### src/hw/hdg_pkg.sv
/*
  package for the multi-tt hub descriptor generator: descriptor field values,
  byte offsets, reset values and the carrier structs.
  assumes nothing beyond a systemverilog compiler.
*/
package hdg_pkg;

  localparam logic [7:0] DEV_LEN = 8'h12;
  localparam logic [7:0] DEV_TYPE = 8'h01;
  localparam logic [15:0] SPEC_REL = 16'h0200;
  localparam logic [7:0] HUB_CLASS = 8'h09;
  localparam logic [7:0] HUB_SUBCLASS = 8'h00;
  localparam logic [7:0] PROTO_MULTI_TT = 8'h02;
  localparam logic [7:0] EP0_MAX_PKT = 8'h40;
  localparam logic [7:0] NUM_CONFIGS = 8'h01;
  localparam logic [7:0] STR_NONE = 8'h00;
  localparam logic [7:0] STR_MFR = 8'h01;
  localparam logic [7:0] STR_PROD = 8'h02;
  localparam logic [7:0] STR_SER = 8'h03;

  localparam logic [7:0] CFG_LEN = 8'h09;
  localparam logic [7:0] CFG_TYPE = 8'h02;
  localparam logic [15:0] CFG_TOTAL_LEN = 16'h0029;
  localparam logic [7:0] CFG_NUM_IF = 8'h01;
  localparam logic [7:0] CFG_VALUE = 8'h01;
  localparam logic [7:0] CFG_STR_IDX = 8'h00;
  localparam logic [7:0] ATTR_BUS_PWR = 8'ha0;
  localparam logic [7:0] ATTR_SELF_PWR = 8'he0;

  // descriptor sizes and offset space
  localparam int DEV_BYTES = 18;
  localparam int CFG_BYTES = 9;
  localparam int ROM_AW = 5;
  localparam logic [ROM_AW-1:0] CFG_BASE = 5'h12;
  localparam logic [ROM_AW-1:0] ROM_LAST = 5'h1a;

  // device descriptor offsets
  localparam logic [4:0] OFS_VID = 5'h08;
  localparam logic [4:0] OFS_PID = 5'h0a;
  localparam logic [4:0] OFS_DID = 5'h0c;
  localparam logic [4:0] OFS_STR = 5'h0e;

  localparam logic [7:0] RST_BYTE = 8'h00;

  typedef struct packed {
    logic [15:0] vendor_id;
    logic [15:0] product_id;
    logic [15:0] device_id;
    logic string_en;
    logic self_power_select;
    logic [7:0] bus_powered_max_current;
    logic [7:0] self_powered_max_current;
  } hdg_cfg_s;

  typedef struct packed {
    logic cfg_desc;
    logic [4:0] offset;
  } hdg_req_s;

  typedef enum logic [1:0] {
    HDG_IDLE = 2'b00,
    HDG_BUILD = 2'b01,
    HDG_READY = 2'b11
  } hdg_state_e;

endpackage : hdg_pkg

### src/hw/hdg_gen.sv
/*
  multi-tt high-speed hub descriptor generator: builds the standard device
  and configuration descriptors from fixed values and loaded configuration,
  and answers byte reads by offset.
  assumes cfg is stable from the same clock domain; any change of cfg
  rebuilds the image, during which ready is low.
*/
// Contract
// - device descriptor starts with length 12h then type 01h
// - bytes two and three hold release 0200h, low byte first
// - class byte 09h at offset 4, subclass 00h at offset 5
// - protocol byte at offset 6 is 02h for multi-tt
// - vendor, product, device ids two bytes each at 8, 10, 12 from config
// - string indexes 00 when strings off, else 01, 02, 03
// - config descriptor length 09h, type 02h, total length 0029h
// - config descriptor reports one interface, value 01h at offset 4
// - configuration value at offset 5 is 01h
// - configuration string index at offset 6 is 00h
// - attributes always advertise remote wakeup
// - attributes A0h when bus powered, E0h when self powered
// - max power byte counts total bus draw in 2 mA units
// - max power chooses bus or self powered value by power select
// - both current values come from loaded configuration, never constants
`timescale 1ns/1ps
module hdg_gen
  import hdg_pkg::*;
(
  input wire logic clk,
  input wire logic rstn,
  input wire logic ce,
  input wire hdg_cfg_s cfg,
  input wire logic rd_req,
  input wire hdg_req_s rd_sel,
  output logic [7:0] rd_data,
  output logic rd_valid,
  output logic ready
);

  hdg_state_e state;
  hdg_cfg_s cfg_q;
  logic [ROM_AW-1:0] build_idx;
  logic [7:0] build_byte;
  logic [ROM_AW-1:0] rd_addr;
  logic rd_pend;
  logic rom_wr;
  logic [7:0] rom_q;

  function automatic logic [7:0] lo_b(input logic [15:0] v);
    return v[7:0];
  endfunction : lo_b

  function automatic logic [7:0] hi_b(input logic [15:0] v);
    return v[15:8];
  endfunction : hi_b

  // image byte at a flat index; configuration bytes follow the device ones
  always_comb begin
    build_byte = RST_BYTE;
    unique case (build_idx)
      5'h00: build_byte = DEV_LEN;
      5'h01: build_byte = DEV_TYPE;
      5'h02: build_byte = lo_b(SPEC_REL);
      5'h03: build_byte = hi_b(SPEC_REL);
      5'h04: build_byte = HUB_CLASS;
      5'h05: build_byte = HUB_SUBCLASS;
      5'h06: build_byte = PROTO_MULTI_TT;
      5'h07: build_byte = EP0_MAX_PKT;
      OFS_VID: build_byte = lo_b(cfg_q.vendor_id);
      5'h09: build_byte = hi_b(cfg_q.vendor_id);
      OFS_PID: build_byte = lo_b(cfg_q.product_id);
      5'h0b: build_byte = hi_b(cfg_q.product_id);
      OFS_DID: build_byte = lo_b(cfg_q.device_id);
      5'h0d: build_byte = hi_b(cfg_q.device_id);
      OFS_STR: build_byte = cfg_q.string_en ? STR_MFR : STR_NONE;
      5'h0f: build_byte = cfg_q.string_en ? STR_PROD : STR_NONE;
      5'h10: build_byte = cfg_q.string_en ? STR_SER : STR_NONE;
      5'h11: build_byte = NUM_CONFIGS;
      CFG_BASE: build_byte = CFG_LEN;
      5'h13: build_byte = CFG_TYPE;
      5'h14: build_byte = lo_b(CFG_TOTAL_LEN);
      5'h15: build_byte = hi_b(CFG_TOTAL_LEN);
      5'h16: build_byte = CFG_NUM_IF;
      5'h17: build_byte = CFG_VALUE;
      5'h18: build_byte = CFG_STR_IDX;
      // remote wakeup bit set in both codes
      5'h19: build_byte = cfg_q.self_power_select ? ATTR_SELF_PWR : ATTR_BUS_PWR;
      // value in 2 ma units, chosen from loaded data
      ROM_LAST: build_byte = cfg_q.self_power_select ? cfg_q.self_powered_max_current
                                                       : cfg_q.bus_powered_max_current;
      default: build_byte = RST_BYTE;
    endcase
  end

  // build sequencer: rebuild whenever the loaded configuration changes
  always_ff @(posedge clk or negedge rstn) begin
    if (!rstn) begin
      state <= HDG_IDLE;
      build_idx <= '0;
    end else if (ce) begin
      unique case (state)
        HDG_IDLE: begin
          state <= HDG_BUILD;
          build_idx <= '0;
        end
        HDG_BUILD: begin
          if (build_idx == ROM_LAST) begin
            state <= HDG_READY;
          end else begin
            build_idx <= 5'(build_idx + 5'h01);
          end
        end
        HDG_READY: begin
          if (cfg != cfg_q) begin
            state <= HDG_IDLE;
          end
        end
        default: state <= HDG_IDLE;
      endcase
    end
  end

  always_ff @(posedge clk or negedge rstn) begin
    if (!rstn) begin
      cfg_q <= '0;
    end else if (ce && state == HDG_IDLE) begin
      cfg_q <= cfg;
    end
  end

  assign rom_wr = (state == HDG_BUILD);
  assign rd_addr = rd_sel.cfg_desc ? 5'(rd_sel.offset + CFG_BASE) : rd_sel.offset;

  hdg_rom u_rom (
    .clk(clk),
    .rstn(rstn),
    .ce(ce),
    .wr_en(rom_wr),
    .wr_addr(build_idx),
    .wr_data(build_byte),
    .rd_addr(rd_addr),
    .rd_data(rom_q)
  );

  // requests taken only while the ready output stands; offsets beyond a descriptor are refused, rd_valid stays low
  always_ff @(posedge clk or negedge rstn) begin
    if (!rstn) begin
      rd_pend <= 1'b0;
    end else if (ce) begin
      rd_pend <= rd_req && ready && state == HDG_READY &&
                 (rd_sel.cfg_desc ? rd_sel.offset < 5'(CFG_BYTES)
                                  : rd_sel.offset < 5'(DEV_BYTES));
    end
  end

  always_ff @(posedge clk or negedge rstn) begin
    if (!rstn) begin
      rd_valid <= 1'b0;
      rd_data <= RST_BYTE;
      ready <= 1'b0;
    end else if (ce) begin
      rd_valid <= rd_pend;
      rd_data <= rd_pend ? rom_q : RST_BYTE;
      ready <= (state == HDG_READY) && (cfg == cfg_q);
    end
  end

endmodule : hdg_gen

### src/hw/hdg_rom.sv
/*
  small byte memory holding the assembled descriptors, device descriptor
  first then configuration descriptor; read data is registered.
  assumes a single clock and a writer that fills it before reads matter.
*/
`timescale 1ns/1ps
module hdg_rom
  import hdg_pkg::*;
(
  input wire logic clk,
  input wire logic rstn,
  input wire logic ce,
  input wire logic wr_en,
  input wire logic [ROM_AW-1:0] wr_addr,
  input wire logic [7:0] wr_data,
  input wire logic [ROM_AW-1:0] rd_addr,
  output logic [7:0] rd_data
);

  logic [7:0] mem [0:DEV_BYTES+CFG_BYTES-1];

  always_ff @(posedge clk) begin
    if (ce && wr_en) begin
      mem[wr_addr] <= wr_data;
    end
  end

  always_ff @(posedge clk or negedge rstn) begin
    if (!rstn) begin
      rd_data <= RST_BYTE;
    end else if (ce) begin
      rd_data <= (rd_addr <= ROM_LAST) ? mem[rd_addr] : RST_BYTE;
    end
  end

endmodule : hdg_rom

### config.mk
export PLATFORM = sky130hd
export DESIGN_NAME = hdg_gen
export DESIGN_NICKNAME = d
export VERILOG_FILES = /design/src/hw/hdg_pkg.sv /design/src/hw/hdg_gen.sv /design/src/hw/hdg_rom.sv
export SDC_FILE = /design/constraint.sdc
export NUM_CORES = 1
export LEC_CHECK = 0
export BUFFER_PORTS_ARGS = -buffer_cell sky130_fd_sc_hd__buf_4
export CAP_MARGIN = 30
export CORE_UTILIZATION = 25
export CTS_BUF_LIST = sky130_fd_sc_hd__clkbuf_16
export DETAILED_ROUTE_END_ITERATION = 10
export REMOVE_ABC_BUFFERS = 1
export SLEW_MARGIN = 10
export SYNTH_ARGS = -nofsm -noshare
export SYNTH_HDL_FRONTEND = slang
export SYNTH_SLANG_ARGS = --single-unit
### constraint.sdc
create_clock -name clk -period 3.55 [get_ports clk]
set_input_delay 0.355 -clock clk [delete_from_list [all_inputs] [get_ports clk]]
set_output_delay 0.355 -clock clk [all_outputs]
set_load 0.05 [all_outputs]
==> results of run 1 <==
-- layer usage --
metal / global-route usage (%) / share of wire, %
met5: 0 / 0
met1: 19.0 / 46
met2: 20.2 / 45
met3: 2.54 / 6.9
met4: 2.95 / 2.1
-- sequential cells by signal (all words and copies together), names as in the netlist --
name and count:
build_idx 5, u_rom.rd_data 8, state 2, rd_pend 1, rd_valid 1, u_rom.mem 216, ready 1, cfg_q 66
rd_data 8
-- layout make-up --
cell class / count / area (µm²)
clock buffer: 30 / 751
clock inverter: 26 / 213
fill: 5378 / 37800
inverter: 25 / 93.8
multi-input combinational: 667 / 4700
sequential: 308 / 8790
tap: 696 / 871
timing repair buffer: 121 / 963
-- worst max path at each step --
stage | to | slack (ns)
finish | u_rom.mem[14][7] | 0.89
global route | u_rom.mem[12][7] | 0.65
CTS | u_rom.mem[17][2] | 0.91
detailed placement | u_rom.rd_data[1] | 0.84
global placement | u_rom.rd_data[1] | 0.85
floorplan | u_rom.rd_data[6] | -3.44
-- cells by family (layout without fill, tap and decap cells) --
logic type / count (synthesis) / after routing / synth area share, %
buffers and inverters: 79 / 202 / 2.38
muxes: 142 / 142 / 11.9
DFF: 308 / 308 / 63.8
xor gates and xnor gates: 66 / 66 / 4.20
adders and majority gates: 8 / 8 / 0.727
and+or+nand+nor: 316 / 316 / 10.5
AOI/OAI and AO/OA: 135 / 135 / 6.49
-- layout by cell type, fill, tap and decap left out, types with 13 or more instances in the layout --
cell / Yosys / layout
mux2i_1: 66 / 66
o21ai_0: 32 / 32
xor2_1: 52 / 51
mux2_2: 65 / 65
nand3_1: 56 / 56
nand4_1: 16 / 16
dfrtp_1: 92 / 92
inv_1: 24 / 31
xnor2_1: 14 / 13
buf_4: 2 / 116
a21oi_1: 31 / 31
edfxtp_1: 216 / 216
clkbuf_16: 0 / 30
nor4_1: 18 / 18
nor2_1: 51 / 50
nand2_1: 136 / 136
-- stage by stage --
step,TNS [ns],hold WS (ns)
finish,0,0.0267
global route,0,0.0112
CTS,0,0.00298
detailed placement,0,0.508
global placement,0,0.510
floorplan,-52.93,0.0594
-- report_power, final --
part,internal [mW],switching [mW],total (mW)
clock,1.76,1.41,3.17
combinational,0.643,1.38,2.03
sequential,4.60,0.256,4.86
total,7.00,3.05,10.1
-- critical path, stage by stage, from the launching register on --
cell and delay, ns:
dfrtp_1 0.60, clkinv_1 0.33, nor3_1 0.55, and2_0 0.39, a22oi_1 0.11, nand3_1 0.12
buf_4 0.33
==> flow_metrics.py, run 1 <==
metrics = {
    "worst_setup_path": {
        "critical_path_class": "reg2reg",
        "r2r_cells": 6,
        "startpoint_type": "flop",
        "r2r-end": "u_rom.mem[14][7]",
        "crit_start": "build_idx[3]",
        "critPathMaxFanout": 27,
        "r2r_setup_slack_ns": 0.89,
        "arrival_ns": 3.00,
        "cp.required_ns": 3.90,
        "r2r_start": "build_idx[3]",
        "critPathCaptureType": "flop",
    },
    "cells_and_area": {
        "diodes": 0,
        "instances_no_fill": 1873,
        "finalNetCount": 1237,
        "postLayoutCoreUtil_pct": 30.3,
        "syn2layout_area_growth_pct": 18.9,
        "finalInstanceArea_um2": 16400,
        "drive_gt1_share_pct": 21.0,
    },
    "detailed_routing": {
        "drt_wl_total_um": 36800,
        "viasPerCell": 4.83,
        "wl_per_cell_um": 19.6,
        "drc": 0,
        "drtAntennaViolNets": 0,
        "first_pass_iters": 5,
        "dr.first_iter.drc_count": 890,
        "route.vias.total": 9049,
    },
    "flow_run": {
        "cap_violations": 0,
    },
    "place": {
        "post-place-ws_ns": 0.840,
        "dp.cells": 1814,
        "post_dp_cell_area_um2": 15400,
        "port_buffers": 85,
        "place_hpwl_um": 24800,
        "gpl.final_weighted_congestion": 0.915,
    },
    "timing": {
        "hold_viol": 0,
        "relSlewSlack_pct": 36.2,
        "post-route-period-util_pct": 74.8,
        "clock.fmax_mhz": 377,
        "fin_skew_ns": 0.0208,
        "min_period_ns": 2.66,
        "tightest_slew_ns": 0.954,
        "drv_slew": 0,
        "setup_viol": 0,
        "worst_slack_ns": 0.895,
        "rsz0062_at_grt": "no",
    },
    "clock_network": {
        "clk_pin_slew_ns": 0.07,
        "cts_made_buffers": 30,
        "cts_resized": 0,
        "root_buffer": "clkbuf_16",
        "htree_levels": 1,
        "cts_setup_buffers": 0,
        "cts_buffer_depth": 3,
        "cts_hold_buf": 1,
        "cts_tree": "yes",
        "insertion_delay_ns": 0.58,
        "cts.sinks": 308,
    },
    "min_path": {
        "hold_start": "cfg[37]",
        "hold_path_class": "in2reg",
        "min_to": "cfg_q[37]",
        "min_path_cells": 3,
    },
    "power_and_ir_drop": {
        "p_per_area_nw_per_um2": 614,
        "ir_drop_v": 0.000433,
        "p_leak_nw": 6.18,
        "p_total_mw": 10.1,
    },
    "yosys": {
        "synth_cell_types": 53,
        "synth_enable_flop_cells": 216,
        "ys_ff_latch": 308,
        "synth_top_area_share_pct": 47.1,
        "synth_ff_type": "edfxtp_1",
        "synth_area_um2": 13800,
        "synth.most_common_cell": "edfxtp_1",
        "postSynthCellCount": 1054,
        "yosys.area.top_type": "edfxtp_1",
        "synth.area.top_cells": "edfxtp_1 (47%), dfrtp_1 (17%), mux2_2 (5.3%)",
        "async_flop_share_pct": 29.9,
        "avgSynthCellArea_um2": 13.1,
        "ys_seq_area_share_pct": 63.8,
        "yosysWarnings": 0,
        "synth_common_cells": "edfxtp_1 (216), nand2_1 (136), dfrtp_1 (92)",
    },
    "global_routing": {
        "antenna_found_initial": 0,
        "grt.overflow.total": 0,
        "grt_pass1_vias": 8942,
        "grt_usage_pct": 13.1,
        "grt_max_degree": 72,
        "grt_pass1_wl_um": 56100,
    },
    "die": {
        "die_h_um": 237,
        "rows": 85,
        "core-area_um2": 54100,
        "dieArea_um2": 56000,
        "initial_core_util_pct": 25.4,
        "ios": 86,
        "die_w_um": 237,
    },
    "run_status": {
        "status": "completed",
    },
}
Power figures use the tool's default switching activity.
==> run 2: changes to the inputs <==
- clock period: 3.55 -> 2.55 ns (I/O delays scaled with it)
==> flow_metrics.py, run 2 (same netlist as run 1, synthesis figures left out) <==
metrics = {
    "run_status": {
        "status": "completed",
    },
    "cells_and_area": {
        "finalNetCount": 1337,
        "largest_register_ff_count": 216,
        "reg.largest.list": "u_rom.mem x216, cfg_q x66",
        "drive_gt1_share_pct": 21.5,
        "final.fill_count": 5333,
        "mostFrequentLayoutCell": "edfxtp_1",
        "multi_input_area_um2": 4700,
        "layout_common_cells": "edfxtp_1 (216), buf_4 (147), nand2_1 (136)",
        "diodes": 0,
        "register_area_um2": 8790,
        "syn2layout_area_growth_pct": 26.0,
        "top_register": "u_rom.mem",
    },
    "worst_setup_path": {
        "worst-path-buf-inv": 0,
        "cp_top_family": "simple AND/OR/NAND/NOR gates",
        "crit_start": "cfg_q[63]",
        "r2r_start": "cfg_q[63]",
        "slowest_stage": "nor4_1",
        "r2r_cells": 6,
        "critPathMaxFanout": 3,
        "max_stage_delay_ns": 0.61,
        "r2r_setup_slack_ns": 0.25,
        "arrival_ns": 2.79,
        "startpoint_type": "flop",
        "cp.required_ns": 3.04,
        "r2r-end": "state[0]",
        "critPathCaptureType": "flop",
        "crit_chain": "xor2_1 > nor4_1 > nand4_1 > nor3_1 > nand4_1 > a31oi_1",
        "critical_path_class": "reg2reg",
        "crit_top_cell": "nand4_1",
    },
    "global_routing": {
        "grt_usage_pct": 13.3,
        "grt_pass1_wl_um": 57000,
        "grt_max_degree": 70,
        "grt.overflow.total": 0,
        "grt_pass1_vias": 9282,
        "antenna_found_initial": 1,
    },
    "timing": {
        "setup_viol": 0,
        "clock.fmax_mhz": 435,
        "setup_tns_ns": 0,
        "tightest_slew_ns": 0.669,
        "rsz0062_at_grt": "no",
        "relSlewSlack_pct": 55.0,
        "drv_slew": 0,
        "fin_skew_ns": 0.0123,
        "post-route-period-util_pct": 90.2,
        "hold_slack_ns": 0.102,
        "min_period_ns": 2.30,
        "hold_viol": 0,
    },
    "min_path": {
        "min_path_cells": 2,
        "min_to": "rd_pend",
        "hold_path_class": "in2reg",
        "hold_start": "ce",
    },
    "power_and_ir_drop": {
        "clkPwrFrac_pct": 31.2,
        "p_per_area_nw_per_um2": 829,
        "ir_drop_v": 0.000601,
        "p_leak_nw": 6.67,
        "sequentialPowerShare_pct": 46.4,
        "intPower_mw": 10.1,
        "switching_power_mw": 4.28,
        "swShare_pct": 29.7,
        "combPwrFrac_pct": 22.4,
        "p_total_mw": 14.4,
    },
    "detailed_routing": {
        "drt_wl_total_um": 37500,
        "wl_per_cell_um": 19.0,
        "route.vias.total": 9410,
        "viasPerCell": 4.77,
        "dr.first_iter.drc_count": 838,
        "drc": 0,
        "first_pass_iters": 6,
        "drtAntennaViolNets": 0,
    },
    "place": {
        "port_buffers": 85,
        "place_hpwl_um": 25900,
        "gpl.final_weighted_congestion": 0.858,
    },
    "clock_network": {
        "insertion_delay_ns": 0.57,
        "cts_made_buffers": 30,
        "clk_pin_slew_ns": 0.07,
        "htree_levels": 1,
        "cts.sinks": 308,
        "cts_buffer_depth": 3,
        "root_buffer": "clkbuf_16",
        "cts_tree": "yes",
    },
    "die": {
        "die_h_um": 237,
        "rows": 85,
        "dieArea_um2": 56000,
        "core-area_um2": 54100,
        "ios": 86,
        "die_w_um": 237,
        "initial_core_util_pct": 25.4,
    },
    "flow_run": {
        "cap_violations": 0,
    },
}
==> run 2: cell count changes in the layout (fill, tap and decap cells not counted), moves of 3 or more <==
cell	before	now
clkinvlp_4	3	0
clkinv_2	6	1
dlygate4sd3_1	1	67
buf_4	116	147
buf_12	2	7
inv_1	31	36
==> run 2: worst max-delay path by stage <==
stage                                   to  slack [ns]  cells past startpoint
after floorplan           u_rom.rd_data[6]       -4.34                      6
after global placement    u_rom.rd_data[2]        0.22                      9
after detailed placement  u_rom.rd_data[2]        0.20                      9
after CTS                            ready        0.29                      6
after global routing              state[0]        0.06                      6
final                             state[0]        0.25                      6
==> run 2: area by class of cell <==
cell class	instances	area share [%]
well taps	696	5.02
clock inverters	25	1.23
repair buffers	221	11.0
flip-flops and latches	308	50.6
multi-input cells	667	27.1
inverters	25	0.541
clock buffers	31	4.47
==> run 2: stage by stage <==
step | cells | util (%) | worst slack, ns | instance area [µm²]
floorplan | 1000 | - | -4.34 | 13500
global placement | 1850 | 29.0 | 0.221 | 15700
detailed placement | 1850 | 29.0 | 0.202 | 15700
CTS | 1973 | 32.1 | 0.295 | 17400
global route | 1973 | 32.1 | 0.0601 | 17400
finish | 1973 | 32.1 | 0.250 | 17400
==> run 2: power by group through the flow <==
stage / Clock, mW / Combinational [mW] / Sequential (mW)
after CTS: 4.57 / 3.23 / 6.67
final: 4.49 / 3.23 / 6.67
after floorplan: 0 / 1.57 / 6.78
after detailed placement: 0 / 3.14 / 6.77
after global routing: 4.77 / 3.49 / 6.71
after global placement: 0 / 3.09 / 6.76
==> run 2: what timing repair did <==
item                                   4_1_cts  5_1_grt
gates resized for setup                      0        0
endpoints found under the hold margin      134        0
buffers inserted                             0        0
hold buffers                                67        0
==> run 2: worst register-to-register path: stages (launching register included) <==
cell     delay [ns]
dfrtp_1        0.42
xor2_1         0.17
nor4_1         0.61
nand4_1        0.19
nor3_1         0.38
nand4_1        0.24
a31oi_1        0.21
==> run 2: layer usage <==
layer / vias up / track usage [%] / part of all wire, %
li1: 4298 / - / -
met1: 4709 / 19.3 / 46
met2: 347 / 20.5 / 45
met3: 54 / 2.52 / 6.6
met4: 2 / 3.09 / 2.1
met5: - / 0 / 0.045
==> run 3: changes to the inputs <==
--- a/config.mk
+++ b/config.mk
@@ -12,2 +12,3 @@
 export DETAILED_ROUTE_END_ITERATION = 10
+export PLACE_DENSITY = 0.47
 export REMOVE_ABC_BUFFERS = 1
--- a/constraint.sdc
+++ b/constraint.sdc
@@ -3,2 +3,2 @@
 set_output_delay 0.255 -clock clk [all_outputs]
-set_load 0.05 [all_outputs]
+set_load 0.005 [all_outputs]
==> flow_metrics.py, run 3 (same netlist as run 1, synthesis figures left out) <==
metrics = {
    "power_and_ir_drop": {
        "ir_drop_v": 0.000377,
        "swShare_pct": 30.4,
        "clkPwrFrac_pct": 32.2,
        "p_per_area_nw_per_um2": 842,
        "p_leak_nw": 6.71,
        "switching_power_mw": 4.46,
        "sequentialPowerShare_pct": 45.6,
        "p_total_mw": 14.7,
        "combPwrFrac_pct": 22.2,
        "intPower_mw": 10.2,
    },
    "clock_network": {
        "insertion_delay_ns": 0.52,
        "root_buffer": "clkbuf_16",
        "htree_levels": 2,
        "clk_pin_slew_ns": 0.06,
        "cts_setup_buffers": 0,
        "cts_buffer_depth": 3,
        "cts_made_buffers": 35,
        "cts.sinks": 308,
        "cts_tree": "yes",
    },
    "cells_and_area": {
        "diodes": 0,
        "layout_common_cells": "edfxtp_1 (216), buf_4 (147), nand2_1 (136)",
        "instances_no_fill": 1981,
        "top_register": "u_rom.mem",
        "syn2layout_area_growth_pct": 26.9,
        "reg.largest.list": "u_rom.mem x216, cfg_q x66",
        "finalInstanceArea_um2": 17500,
        "mostFrequentLayoutCell": "edfxtp_1",
        "drive_gt1_share_pct": 22.1,
        "largest_register_ff_count": 216,
        "finalNetCount": 1344,
    },
    "timing": {
        "tightest_slew_ns": 0.573,
        "post-route-period-util_pct": 88.7,
        "relSlewSlack_pct": 60.8,
        "setup_viol": 0,
        "drv_slew": 0,
        "min_period_ns": 2.26,
        "clock.fmax_mhz": 442,
        "fin_skew_ns": 0.0268,
        "setup_tns_ns": 0,
        "rsz0062_at_grt": "no",
        "hold_viol": 0,
    },
    "worst_setup_path": {
        "critPathMaxFanout": 27,
        "critPathCaptureType": "flop",
        "cp_top_family": "compound AO/OA/AOI/OAI gates",
        "critical_path_class": "reg2reg",
        "startpoint_type": "flop",
        "crit_chain": "buf_12 > mux2i_1 > o21ai_0 > a32oi_1 > o211ai_1 > buf_4",
        "worst-path-buf-inv": 2,
        "cp.required_ns": 2.77,
        "max_stage_delay_ns": 0.53,
        "r2r_setup_slack_ns": 0.29,
        "arrival_ns": 2.48,
        "slowest_stage": "dfrtp_1",
    },
    "min_path": {
        "hold_path_class": "in2reg",
    },
    "global_routing": {
        "grt.busiest_layer": "met2",
        "antenna_found_initial": 0,
        "gr-usage-met2_pct": 22.3,
        "grt_pass1_wl_um": 60300,
        "met3_usage_pct": 2.37,
        "grt.overflow.total": 0,
        "grt_pass1_vias": 9312,
        "use_met1_pct": 20.2,
        "grt_usage_pct": 14.3,
        "grt_max_degree": 63,
    },
    "die": {
        "die_w_um": 237,
        "die_h_um": 237,
        "rows": 85,
        "core-area_um2": 54100,
        "ios": 86,
        "dieArea_um2": 56000,
        "initial_core_util_pct": 25.4,
    },
    "detailed_routing": {
        "route.vias.total": 9320,
        "first_pass_iters": 5,
        "drt_wl_total_um": 39900,
        "drtAntennaViolNets": 0,
        "dr.first_iter.drc_count": 675,
        "viasPerCell": 4.70,
        "wl_per_cell_um": 20.1,
        "drc": 0,
    },
    "place": {
        "place_hpwl_um": 27400,
        "gpl.final_weighted_congestion": 0.801,
        "post_dp_cell_area_um2": 15700,
        "dp.cells": 1852,
        "port_buffers": 85,
    },
    "flow_run": {
        "cap_violations": 0,
    },
    "run_status": {
        "status": "completed",
    },
}
[run 3: cell type report]
class | count | area [µm²]
sequential | 308 | 8790
tap | 696 | 871
multi-input combinational | 667 | 4700
timing repair buffer | 223 | 1950
clock buffer | 37 | 926
inverter | 25 | 93.8
fill | 5401 | 36700
clock inverter | 25 | 139
[run 3: worst paths after layout]
check | start | end | cells after the start
min in group asynchronous | rstn | cfg_q[42] | 2
max in group asynchronous | rstn | rd_valid | 3
setup reg to reg | build_idx[2] | u_rom.mem[13][6] | 6
hold reg to reg | rd_valid | rd_valid | 1
setup / recovery | build_idx[2] | u_rom.mem[13][6] | 6
hold / removal | rd_sel[4] | rd_pend | 4
[run 3: worst reg2reg max path, cell delays in order, from the launching register on]
cell	delay, ns
dfrtp_1	0.53
buf_12	0.22
mux2i_1	0.37
o21ai_0	0.14
a32oi_1	0.29
o211ai_1	0.15
buf_4	0.25
[run 3: what timing repair did]
action,CTS,global route
hold buffers,67,0
gates resized for setup,0,0
endpoints found under the hold margin,102,0
setup endpoints to repair,0,0
[run 3: metal layers]
layer / part of all wire [%] / vias to the layer above
met5: 0 / -
met4: 2.6 / 0
met3: 5.4 / 65
met2: 45 / 300
met1: 47 / 4628
li1: - / 4327
[run 3: stage by stage]
stage          util (%)  hold slack [ns]  worst slack, ns
6_report           32.3            0.168            0.288
3_5_place_dp       29.1            0.275            0.195
2_1_floorplan         -          -0.0406            -4.34
5_1_grt            32.3            0.221            0.131
3_3_place_gp       29.1            0.271            0.180
4_1_cts            32.3            0.165            0.295
[run 3: power by group through the flow]
| stage | Sequential (mW) | Clock [mW] | Combinational (mW) |
|---|---|---|---|
| after global placement | 6.79 | 0 | 3.19 |
| final | 6.70 | 4.74 | 3.26 |
| after global routing | 6.74 | 5.08 | 3.57 |
| after CTS | 6.70 | 4.88 | 3.32 |
| after floorplan | 6.78 | 0 | 1.57 |
| after detailed placement | 6.80 | 0 | 3.23 |
